==> config.mk <==
export PLATFORM = sky130hd
export DESIGN_NAME = kkds_top
export DESIGN_NICKNAME = d
export VERILOG_FILES = /design/src/core/kkds_pkg.sv /design/src/core/kkds_key_decode.sv /design/src/core/kkds_disp_step.sv /design/src/core/kkds_top.sv
export SDC_FILE = /design/constraint.sdc
export NUM_CORES = 1
export LEC_CHECK = 0
export ABC_AREA = 0
export BUFFER_PORTS_ARGS = -buffer_cell sky130_fd_sc_hd__buf_4
export CAP_MARGIN = 5
export CORE_ASPECT_RATIO = 2
export CORE_MARGIN = 2
export CORE_UTILIZATION = 35
export CTS_BUF_LIST = sky130_fd_sc_hd__clkbuf_4
export DETAILED_ROUTE_END_ITERATION = 7
export PLACE_DENSITY_LB_ADDON = 0.08
export SYNTH_ARGS = -nofsm -noshare
export SYNTH_HDL_FRONTEND = slang
export SYNTH_SLANG_ARGS = --single-unit
==> constraint.sdc <==
create_clock -name clk_sys -period 7.3 [get_ports clk_sys]
set_clock_uncertainty 0.05 [all_clocks]
set_input_delay 1.095 -clock clk_sys [delete_from_list [all_inputs] [get_ports clk_sys]]
set_output_delay 1.095 -clock clk_sys [all_outputs]
set_load 0.01 [all_outputs]
==> src/core/kkds_pkg.sv <==
// package: register map, reset values, key codes and carrier types for the keypad block
package kkds_pkg;
  // register byte offsets on the apb bus
  localparam logic [11:0] KKDS_OFF_MF_SEL = 12'h000;
  localparam logic [11:0] KKDS_OFF_STOP_SCOPE = 12'h004;
  localparam logic [11:0] KKDS_OFF_RUN_MASK1 = 12'h008;
  localparam logic [11:0] KKDS_OFF_RUN_MASK2 = 12'h00C;
  localparam logic [11:0] KKDS_OFF_STOP_MASK = 12'h010;
  localparam logic [11:0] KKDS_OFF_STATUS = 12'h014;
  // values after reset
  localparam logic [15:0] KKDS_RST_MF_SEL = 16'h0000;
  localparam logic [15:0] KKDS_RST_STOP_SCOPE = 16'h0001;
  localparam logic [15:0] KKDS_RST_RUN_MASK1 = 16'h001F;
  localparam logic [15:0] KKDS_RST_RUN_MASK2 = 16'h0000;
  localparam logic [15:0] KKDS_RST_STOP_MASK = 16'h0003;
  // multi-function key codes
  localparam logic [15:0] KKDS_MF_NONE = 16'h0000;
  localparam logic [15:0] KKDS_MF_CHAN = 16'h0001;
  localparam logic [15:0] KKDS_MF_DIR = 16'h0002;
  localparam logic [15:0] KKDS_MF_JOG_FWD = 16'h0003;
  localparam logic [15:0] KKDS_MF_JOG_REV = 16'h0004;
  localparam logic [15:0] KKDS_MF_PID = 16'h0005;
  // stop key scope codes
  localparam logic [15:0] KKDS_SCOPE_PANEL = 16'h0000;
  localparam logic [15:0] KKDS_SCOPE_ANY = 16'h0001;
  // stopped view: bit 3 and bits 13..15 select nothing
  localparam logic [15:0] KKDS_STOP_VALID = 16'h1FF7;
  // key actions toward the drive
  typedef struct packed {
    logic cmd_src_toggle;
    logic dir_toggle;
    logic jog_fwd;
    logic jog_rev;
    logic pid_panel_valid;
    logic halt_req;
    logic cmd_remote;
    logic dir_reverse;
  } kkds_key_out_t;
  // display selection toward the panel
  typedef struct packed {
    logic valid;
    logic run_view;
    logic [4:0] item;
  } kkds_disp_t;
endpackage : kkds_pkg

==> src/core/kkds_key_decode.sv <==
// key decode: multi-function key and halt/clear key actions
`timescale 1ns/1ns
module kkds_key_decode
  import kkds_pkg::*;
(
  input wire logic clk_sys,
  input wire logic rst,
  input wire logic mf_lvl,
  input wire logic halt_lvl,
  input wire logic [15:0] mf_sel,
  input wire logic [15:0] stop_scope,
  input wire logic panel_active,
  output kkds_key_out_t key_out
);
  typedef struct packed {
    logic mf_prev;
    logic halt_prev;
    kkds_key_out_t o;
  } kkds_kd_st_t;
  kkds_kd_st_t st_q, st_d;
  logic mf_press;
  logic halt_press;

  // press edges, actions decoded from the selection codes
  always_comb
  begin
    mf_press = mf_lvl & ~st_q.mf_prev;
    halt_press = halt_lvl & ~st_q.halt_prev;
    st_d = st_q;
    st_d.mf_prev = mf_lvl;
    st_d.halt_prev = halt_lvl;
    st_d.o.cmd_src_toggle = mf_press && (mf_sel == KKDS_MF_CHAN);
    st_d.o.dir_toggle = mf_press && (mf_sel == KKDS_MF_DIR);
    st_d.o.jog_fwd = mf_lvl && (mf_sel == KKDS_MF_JOG_FWD);
    st_d.o.jog_rev = mf_lvl && (mf_sel == KKDS_MF_JOG_REV);
    st_d.o.pid_panel_valid = (mf_sel == KKDS_MF_PID);
    if (st_d.o.cmd_src_toggle)
      st_d.o.cmd_remote = ~st_q.o.cmd_remote;
    if (st_d.o.dir_toggle)
      st_d.o.dir_reverse = ~st_q.o.dir_reverse;
    // halt only from panel unless scope covers all channels
    st_d.o.halt_req = halt_press && ((stop_scope == KKDS_SCOPE_ANY)
      || (stop_scope == KKDS_SCOPE_PANEL && panel_active));
  end

  // state register
  always_ff @(posedge clk_sys or posedge rst)
  begin
    if (rst)
      st_q <= '0;
    else
      st_q <= st_d;
  end

  assign key_out = st_q.o;
endmodule : kkds_key_decode

==> src/core/kkds_disp_step.sv <==
// display stepper: walks enabled items of the active mask upward
`timescale 1ns/1ns
module kkds_disp_step
  import kkds_pkg::*;
(
  input wire logic clk_sys,
  input wire logic rst,
  input wire logic step_lvl,
  input wire logic running,
  input wire logic [15:0] run_mask1,
  input wire logic [15:0] run_mask2,
  input wire logic [15:0] stop_mask,
  output kkds_disp_t disp
);
  typedef struct packed {
    logic step_prev;
    kkds_disp_t o;
  } kkds_ds_st_t;
  kkds_ds_st_t st_q, st_d;
  logic [31:0] act_mask;

  // next set bit strictly after cur, wrapping round
  function automatic logic [4:0] kkds_next(input logic [31:0] m, input logic [4:0] cur);
    logic [4:0] r;
    logic found;
    logic [4:0] j;
    r = cur;
    found = 1'b0;
    for (int i = 1; i <= 32; i++)
    begin
      j = cur + 5'(i);
      if (!found && m[j])
      begin
        r = j;
        found = 1'b1;
      end
    end
    return r;
  endfunction : kkds_next

  // pick mask by run state, restart on view change or lost item
  always_comb
  begin
    act_mask = running ? {run_mask2, run_mask1}
      : {16'h0000, stop_mask & KKDS_STOP_VALID};
    st_d = st_q;
    st_d.step_prev = step_lvl;
    st_d.o.valid = |act_mask;
    st_d.o.run_view = running;
    if (running != st_q.o.run_view || !act_mask[st_q.o.item])
      st_d.o.item = kkds_next(act_mask, 5'h1F);
    else if (step_lvl && !st_q.step_prev)
      st_d.o.item = kkds_next(act_mask, st_q.o.item);
  end

  // state register
  always_ff @(posedge clk_sys or posedge rst)
  begin
    if (rst)
      st_q <= '0;
    else
      st_q <= st_d;
  end

  assign disp = st_q.o;
endmodule : kkds_disp_step

==> src/core/kkds_top.sv <==
// top: apb register file, key synchronisers, key decode and display stepping
// Operation
// - code 0 key does nothing; code 1 toggles panel/remote command source per press
// - code 2 toggles direction, 3 forward jog, 4 reverse jog, 5 panel pid valid
// - stop scope 0: halt key stops drive only when panel is the channel
// - stop scope 1, the default: halt key stops drive from any channel
// - run mask one bits 0-7: frequencies, voltages, current, power, torque, inputs
// - run mask one bits 8-15: outputs, analogs, count, length, speed, pid; resets 1F
// - run mask two bits 0-7: pid feedback, stage, pulse khz, timers, raw analogs
// - run mask two bits 8-15: speeds, hours, pulse hz, comms, encoder, main, aux
// - stop mask bits 0-2 and 4-7 select items; bit 3 selects nothing
// - stop mask bits 8-12 select items; mask resets to 03
//
// Local design decisions: the APB interface to the registers and the register addresses.
`timescale 1ns/1ns
module kkds_top
  import kkds_pkg::*;
(
  input wire logic clk_sys,
  input wire logic rst,
  input wire logic psel,
  input wire logic penable,
  input wire logic pwrite,
  input wire logic [11:0] paddr,
  input wire logic [31:0] pwdata,
  output logic [31:0] prdata,
  output logic pready,
  output logic pslverr,
  input wire logic multi_function_key,
  input wire logic halt_clear_key,
  input wire logic display_step_key,
  input wire logic drive_running,
  input wire logic panel_channel_active,
  output kkds_key_out_t key_out,
  output kkds_disp_t disp
);
  typedef struct packed {
    logic [2:0] sync1;
    logic [2:0] sync2;
    logic [15:0] mf_sel;
    logic [15:0] stop_scope;
    logic [15:0] run_mask1;
    logic [15:0] run_mask2;
    logic [15:0] stop_mask;
    logic pready;
    logic pslverr;
    logic [31:0] prdata;
  } kkds_top_st_t;
  kkds_top_st_t st_q, st_d;
  logic acc_start;
  logic acc_done;
  logic hit;
  logic [31:0] rd_word;

  // address decode and read mux
  always_comb
  begin
    hit = 1'b1;
    rd_word = 32'h00000000;
    unique case (paddr)
      KKDS_OFF_MF_SEL: rd_word = {16'h0000, st_q.mf_sel};
      KKDS_OFF_STOP_SCOPE: rd_word = {16'h0000, st_q.stop_scope};
      KKDS_OFF_RUN_MASK1: rd_word = {16'h0000, st_q.run_mask1};
      KKDS_OFF_RUN_MASK2: rd_word = {16'h0000, st_q.run_mask2};
      KKDS_OFF_STOP_MASK: rd_word = {16'h0000, st_q.stop_mask};
      KKDS_OFF_STATUS: rd_word = {22'h000000, key_out.cmd_remote, key_out.dir_reverse,
        disp.valid, disp.run_view, 1'b0, disp.item};
      default: hit = 1'b0;
    endcase
  end

  // apb slave: one wait state, write at completing edge
  always_comb
  begin
    acc_start = psel && penable && !st_q.pready;
    acc_done = psel && penable && st_q.pready;
    st_d = st_q;
    st_d.sync1 = {display_step_key, halt_clear_key, multi_function_key};
    st_d.sync2 = st_q.sync1;
    st_d.pready = acc_start;
    st_d.pslverr = acc_start && (!hit || (pwrite && paddr == KKDS_OFF_STATUS));
    st_d.prdata = (acc_start && !pwrite) ? rd_word : 32'h00000000;
    if (acc_done && pwrite)
    begin
      unique case (paddr)
        KKDS_OFF_MF_SEL: st_d.mf_sel = pwdata[15:0];
        KKDS_OFF_STOP_SCOPE: st_d.stop_scope = pwdata[15:0];
        KKDS_OFF_RUN_MASK1: st_d.run_mask1 = pwdata[15:0];
        KKDS_OFF_RUN_MASK2: st_d.run_mask2 = pwdata[15:0];
        KKDS_OFF_STOP_MASK: st_d.stop_mask = pwdata[15:0];
        default: st_d.stop_mask = st_q.stop_mask;
      endcase
    end
  end

  // state register with documented reset values
  always_ff @(posedge clk_sys or posedge rst)
  begin
    if (rst)
    begin
      st_q <= '0;
      st_q.mf_sel <= KKDS_RST_MF_SEL;
      st_q.stop_scope <= KKDS_RST_STOP_SCOPE;
      st_q.run_mask1 <= KKDS_RST_RUN_MASK1;
      st_q.run_mask2 <= KKDS_RST_RUN_MASK2;
      st_q.stop_mask <= KKDS_RST_STOP_MASK;
    end
    else
      st_q <= st_d;
  end

  assign pready = st_q.pready;
  assign pslverr = st_q.pslverr;
  assign prdata = st_q.prdata;

  // key actions
  kkds_key_decode u_key
  (
    .clk_sys(clk_sys),
    .rst(rst),
    .mf_lvl(st_q.sync2[0]),
    .halt_lvl(st_q.sync2[1]),
    .mf_sel(st_q.mf_sel),
    .stop_scope(st_q.stop_scope),
    .panel_active(panel_channel_active),
    .key_out(key_out)
  );

  // display item selection
  kkds_disp_step u_disp
  (
    .clk_sys(clk_sys),
    .rst(rst),
    .step_lvl(st_q.sync2[2]),
    .running(drive_running),
    .run_mask1(st_q.run_mask1),
    .run_mask2(st_q.run_mask2),
    .stop_mask(st_q.stop_mask),
    .disp(disp)
  );

  logic mf_l;
  logic halt_l;
  logic step_l;
  logic [31:0] act_view;
  assign mf_l = st_q.sync2[0];
  assign halt_l = st_q.sync2[1];
  assign step_l = st_q.sync2[2];
  assign act_view = disp.run_view ? {st_q.run_mask2, st_q.run_mask1}
    : {16'h0000, st_q.stop_mask & KKDS_STOP_VALID};
endmodule : kkds_top

# [Word level (Yosys, flattened, before mapping)]
# Cells that the tools add are included.
[op_classes] n_addsub=31 reduce_logical=158 n_bitwise=6 n_lt_le_gt_ge=32 muxes=289 eq_ne=13
[ops] operator="$mux W5" count=66
[ops] operator="$lt A5 B6 Y1 const B" count=32
[ops] operator="$mux W1" count=188
[ops] operator="$bmux W1 S5" count=32
[ops] operator="$pmux W16 S6" count=1
[ops] operator="$add A5 B5 Y5 const B" count=16
[ops] operator="$logic_and A1 B1 Y1" count=76
[ops] operator="$logic_not A1 Y1" count=67
[ops] operator="$mux W32" count=2
[ops] operator="$add A5 B4 Y5 const B" count=8
[ops] operator="$eq A16 B1 Y1 const B" count=2
[ops] operator="$eq A16 B2 Y1 const B" count=2
[ops] operator="$eq A16 B3 Y1 const B" count=2
[ops] operator="$reduce_bool A32 Y1" count=1
[ops] operator="$reduce_or A32 Y1" count=1
[ops] operator="$eq A12 B4 Y1 const B" count=2
[ops] operator="$eq A12 B5 Y1 const B" count=2
[ops] operator="$add A5 B3 Y5 const B" count=4
[ops] operator="$logic_not A16 Y1" count=1
[ops] operator="$eq A12 B3 Y1 const B" count=1
[ops] operator="$logic_not A12 Y1" count=1
[ops] operator="$add A5 B2 Y5 const B" count=2
[ops] operator="$reduce_and A2 Y1" count=5
[ops] operator="$reduce_or A6 Y1" count=1
[ops] operator="8 further kinds" count=14
[word_totals] regBits=138 wordCells=553 output_inout_bits=49 in_bits=54

# [Depth between registers and ports, before layout]
[depth] depth_word=161 depth_mapped=24 mapped_depth_nobuf=15

# [Hierarchy]
# Synthesis repeated with hierarchy kept, for this count alone.
[unflattened] hier_cells=1283 hier_area_um2=12102.9
[modules_own_cells] mod="kkds_disp_step" cells_per_inst=919 seq_area_each_um2=200.2 area_each_um2=6896.6 n_inst=1
[modules_own_cells] mod="kkds_top" cells_per_inst=322 seq_area_each_um2=2612.5 area_each_um2=4678.2 n_inst=1
[modules_own_cells] mod="kkds_key_decode" cells_per_inst=42 seq_area_each_um2=250.2 area_each_um2=528.0 n_inst=1

# [Worst setup path after synthesis]
# No wires, ideal clock.
[synth_path] path_kind="register -> register" from="register u_disp.st_q, in the netlist u_disp.disp[0]" to="register u_disp.st_q, in the netlist u_disp.disp[0]" path_stages_with_launch=22 n_path_buf=7 required_time_ns=7.132 arrival_ns=5.336 setup_time_ns=0.118 period_less_slack_ns=5.505 path_slack_ns=1.795 cell_sequence="dfrtp_1 -> buf_6 -> buf_12 -> buf_12 -> buf_6 -> buf_6 -> buf_6 -> inv_1 -> ha_1 -> xor2_1 -> buf_2 -> mux4_2 -> mux4_2 -> o211ai_1 -> or2_1 -> nor4_4 -> nand4_1 -> o211ai_1 -> a2111oi_0 -> or4b_1 -> o31ai_1 -> o2bb2a_4"
[synth_between] elab_chain_len=160 word_cells_on_any_way=290 classes_between="add/sub: 31; eq/ne: 1; mux: 191; reduce/logical: 67"
[synth_lines] item="start, declared" line_no="kkds_disp_step.sv:19" text="kkds_ds_st_t st_q, st_d;"
[synth_lines] item="start signal, assigned" line_no="kkds_disp_step.sv:62" text="st_q <= st_d;"
[synth_lines] item="$add A5 B1 Y5" line_no="kkds_disp_step.sv:31" text="j = cur + 5'(i);"
[synth_lines] item="$bmux W1 S5" line_no="kkds_disp_step.sv:32" text="if (!found && m[j])"
[synth_lines] item="$mux W1 (not written as such)" line_no="kkds_disp_step.sv:32"
[synth_lines] item="$mux W1" line_no="kkds_disp_step.sv:32"
[synth_lines] item="$mux W1" line_no="kkds_disp_step.sv:52" text="else if (step_lvl && !st_q.step_prev)"
[synth_lines] item="$mux W1" line_no="kkds_disp_step.sv:50" text="if (running != st_q.o.run_view || !act_mask[st_q.o.item])"
[synth_lines] item="$logic_not A1 Y1" line_no="kkds_disp_step.sv:32"
[synth_lines] item="$logic_and A1 B1 Y1" line_no="kkds_disp_step.sv:32"
[synth_lines] item="[... 144 more ...]"
[synth_lines] item="$logic_and A1 B1 Y1" line_no="kkds_disp_step.sv:32"
[synth_lines] item="$mux W1" line_no="kkds_disp_step.sv:32"
[synth_lines] item="$mux W1" line_no="kkds_disp_step.sv:52"
[synth_lines] item="$mux W1" line_no="kkds_disp_step.sv:50"
[synth_lines] item="$logic_not A1 Y1" line_no="kkds_disp_step.sv:32"
[synth_lines] item="$logic_and A1 B1 Y1" line_no="kkds_disp_step.sv:32"
[synth_lines] item="$ne A2 B1 Y1 (no source line)"
[synth_lines] item="$reduce_and A3 Y1 (no source line)"
# Several ways; a longest one is shown, not always the timed one. The select of a mux whose other input is x is not followed.
# A chain may end at the register's enable or synchronous reset.

# [Final worst setup path]
[layout_path] from="register u_disp.st_q, in the netlist u_disp.disp[1]" to="register u_disp.st_q, in the netlist u_disp.disp[0]"
# Same word-level chain as after synthesis.

==> results by group <==
Cells and area
  • Register area: ~3100 um^2
  • Commonest non-fill, non-tap cell in the layout: buf_4
  • Area of the multi-input gates: a little over 8000 um^2
  • # fillers: between 3,000 and 4,000
  • Most frequent cells in the layout: buf_4, nor2_1, mux2_2, dfrtp_1, nand2_1
  • Synthesis-to-finish area growth: 9.20%
  • # nets final: roughly 1,400
  • Share of cells above drive strength 1: 27.6%

Power and ir drop
  • Total power: about 0.0063 W
  • Pwr/cell area: between 400 and 500 nW/um^2
  • Switch Pwr: 0.00369 W
  • VDD IR max: around 0.21 mV
  • Comb power frac: around four fifths
  • Pint: 0.00263 W
  • Leak: roughly 5.6 nW
  • Sequential share of power: a little under an eighth
  • Clk network pwr share: roughly 8%
  • Net Sw Frac: roughly three fifths

Logic synthesis
  • Mapped Cells: 1,302
  • Syn. warnings: 0
  • EDFF count, synth: 0
  • Async SR Flop Fraction: 100%
  • Most area-hungry cell type in the Yosys netlist: dfrtp_1
  • Synth Flop Type: dfrtp_1
  • Largest cells by area after synthesis: dfrtp_1, mux2_2, mux4_2
  • Syn_area_per_cell: around 9.2 um^2
  • Register area share after synthesis: approximately a quarter
  • Synthesized area: approximately 12,000 um^2
  • Netlist cell types: 99
  • FF+latch count, synth: 122
  • Post-synth top area share: a little under a quarter

Detailed routing
  • Via/cell ratio: approximately 6.3
  • Per-cell routed wire length: around 32 um
  • Post-route ant nets: 0
  • WL final: 56,100 um
  • Drt drc: 0
  • Vias: around 11,000
  • DR iter-0 viols: 774
  • DRT Pass-1 Iters: 5

Min path
  • Worst hold path class: reg2reg

GRT
  • Vias in the first global route: ~12,000
  • Met3 usage: 3.35%
  • First-pass GRT wire length: a little over 80,000 um
  • Largest net degree at the start of global routing: 70
  • Total gr overflow: 0
  • Global-route total usage across every layer: 31.9%
  • Met1 usage: between 20% and 30%
  • Top Usage Layer GRT: met2
  • Initial antenna violation count: 2
  • Grt met2 use: roughly 60%

Clock network
  • CTS resizes: 0
  • Clock sink count: roughly 120
  • CTS Buf Count: 17
  • Clk_lat worst skew: approximately 0.58 ns
  • Post-CTS setup buffers: 0
  • Number of H-tree levels: 4
  • Root buffer cell: clkbuf_4
  • Bufs on Longest Clock Path: 2
  • Hold_buf cts: 0
  • Reg clk slew, reported paths: between 0.1 and 0.15 ns
  • CTS tree: done

Timing
  • Rel. slew slack: around 15%
  • Final Hold Fails: 0
  • TNS Setup: 0 ns
  • RSZ-0062 raised after global routing: no
  • Clock period minus worst slack: about 6.4 ns
  • Final Cycle Share: between 80% and 90%
  • Count of pins over their slew limit: 0
  • Worst slew pin tran: roughly 1.3 ns
  • Setup violators final: 0
  • Fmax: around 160 MHz

Floorplan
  • Chip Width: 135 um
  • Initial Util: 35.5%
  • Ports: between 100 and 150
  • Cell Rows: between 90 and 100
  • Die Area: between 30,000 and 40,000 um^2
  • Core area: approximately 34,000 um^2
  • Die Height: 265 um

Critical path
  • CP required: between 7 and 8 ns
  • Crit. End Element: flop
  • Crit-path max FO: 11
  • Setup CP Type: reg2reg
  • Worst EP arrival: just under 7 ns
  • CP Launch Type: flop

Run status
  • Outcome: completed

Placed design
  • Dpl hpwl: around 45,000 um
  • RePlAce Congestion: just under 1
  • Port Buffers: 70

Flow run
  • Max-cap violations: 0
critical path, cell delays in order (launching register included):
cell	delay [ns]
dfrtp_2	0.54
ha_1	0.51
xnor2_2	0.97
mux4_2	0.70
mux4_2	0.57
or3_1	0.50
or2_1	0.32
nor4_4	0.35
nand4_1	0.41
o211ai_1	0.47
a2111oi_1	0.14
buf_4	0.21
or4b_1	0.23
a21oi_1	0.10
o2bb2a_4	0.23
per-stage QoR:
stage | hold WS, ns | area [um^2] | util (%) | instances | worst slack [ns]
2_1_floorplan | 0.281 | 12000 | - | 1317 | 1.80
6_report | 0.310 | 13100 | 38.8 | 1780 | 0.900
3_5_place_dp | 0.286 | 12800 | 37.9 | 1747 | 0.899
5_1_grt | 0.315 | 13100 | 38.8 | 1780 | 0.723
4_1_cts | 0.313 | 13100 | 38.8 | 1779 | 1.05
3_3_place_gp | 0.285 | 12800 | 37.9 | 1747 | 0.940
worst paths after layout:
check | start | end | slack [ns] | cells past startpoint
max | u_disp.disp[1] | u_disp.disp[0] | 0.90 | 14
min | st_d[114] | mf_l | 0.31 | 0
max reg2reg | u_disp.disp[1] | u_disp.disp[0] | 0.90 | 14
min reg2reg | st_d[114] | mf_l | 0.31 | 0
max in group asynchronous | rst | u_disp.disp[0] | 5.31 | 3
min in group asynchronous | rst | u_key.key_out[5] | 0.50 | 2
layout make-up:
| type | count | share of cell area [%] |
|---|---|---|
| Multi-Input combinational cell | 1036 | 62.1 |
| Sequential cell | 122 | 23.5 |
| Timing Repair Buffer | 123 | 7.07 |
| Tap cell | 436 | 4.18 |
| Clock inverter | 15 | 1.27 |
| Clock buffer | 17 | 0.978 |
| Inverter | 30 | 0.901 |
| Antenna cell | 1 | 0.0192 |
cells by family (layout without fill, tap and decap cells):
group	Yosys count	after routing	share of synthesized area [%]
other	1	17	0.0314
adder cells (fa/ha/maj)	12	12	1.26
buffers and inverters	159	185	7.43
AND/OR/NAND/NOR	429	429	18.2
XOR/XNOR	39	39	2.92
flip-flops	122	122	25.6
multiplexers	238	238	26.5
AO/OA/AOI/OAI	302	302	18.0
routing by layer:
layer / up-vias / wire length (um)
li1: 4954 / -
met1: 5682 / 17000
met2: 421 / 30500
met3: 200 / 1630
met4: 0 / 6900
met5: - / 0
power groups by stage:
stage | combinational [W] | sequential (W) | clock, W
floorplan | 0.00307 | 0.000724 | 0
global placement | 0.00496 | 0.000754 | 0
detailed placement | 0.00493 | 0.000754 | 0
CTS | 0.00495 | 0.000741 | 0.000528
global route | 0.00530 | 0.000745 | 0.000560
finish | 0.00508 | 0.000741 | 0.000511
cell usage after synthesis (18+ instances only):
| master | number |
|---|---|
| nand3_1 | 34 |
| mux2i_1 | 63 |
| and2_1 | 19 |
| dfrtp_1 | 114 |
| o22ai_1 | 21 |
| nand4_1 | 18 |
| a21oi_1 | 57 |
| buf_4 | 54 |
| nor3_1 | 35 |
| o21ai_0 | 37 |
| inv_1 | 29 |
| clkbuf_1 | 48 |
| nor2_1 | 123 |
| mux2_2 | 120 |
| mux4_2 | 49 |
| xnor2_1 | 22 |
| nand2_1 | 100 |
| a211oi_1 | 27 |
sequential cells by signal, summed over array words and instances (netlist names):
name / cells
st_q: 81
u_key.key_out: 8
u_disp.disp: 7
prdata: 16
pready: 1
u_disp.st_q: 1
u_key.st_q: 2
halt_l: 1
pslverr: 1
mf_l: 1
st_d: 3
Note: power is estimated with default switching activity, not from simulation.
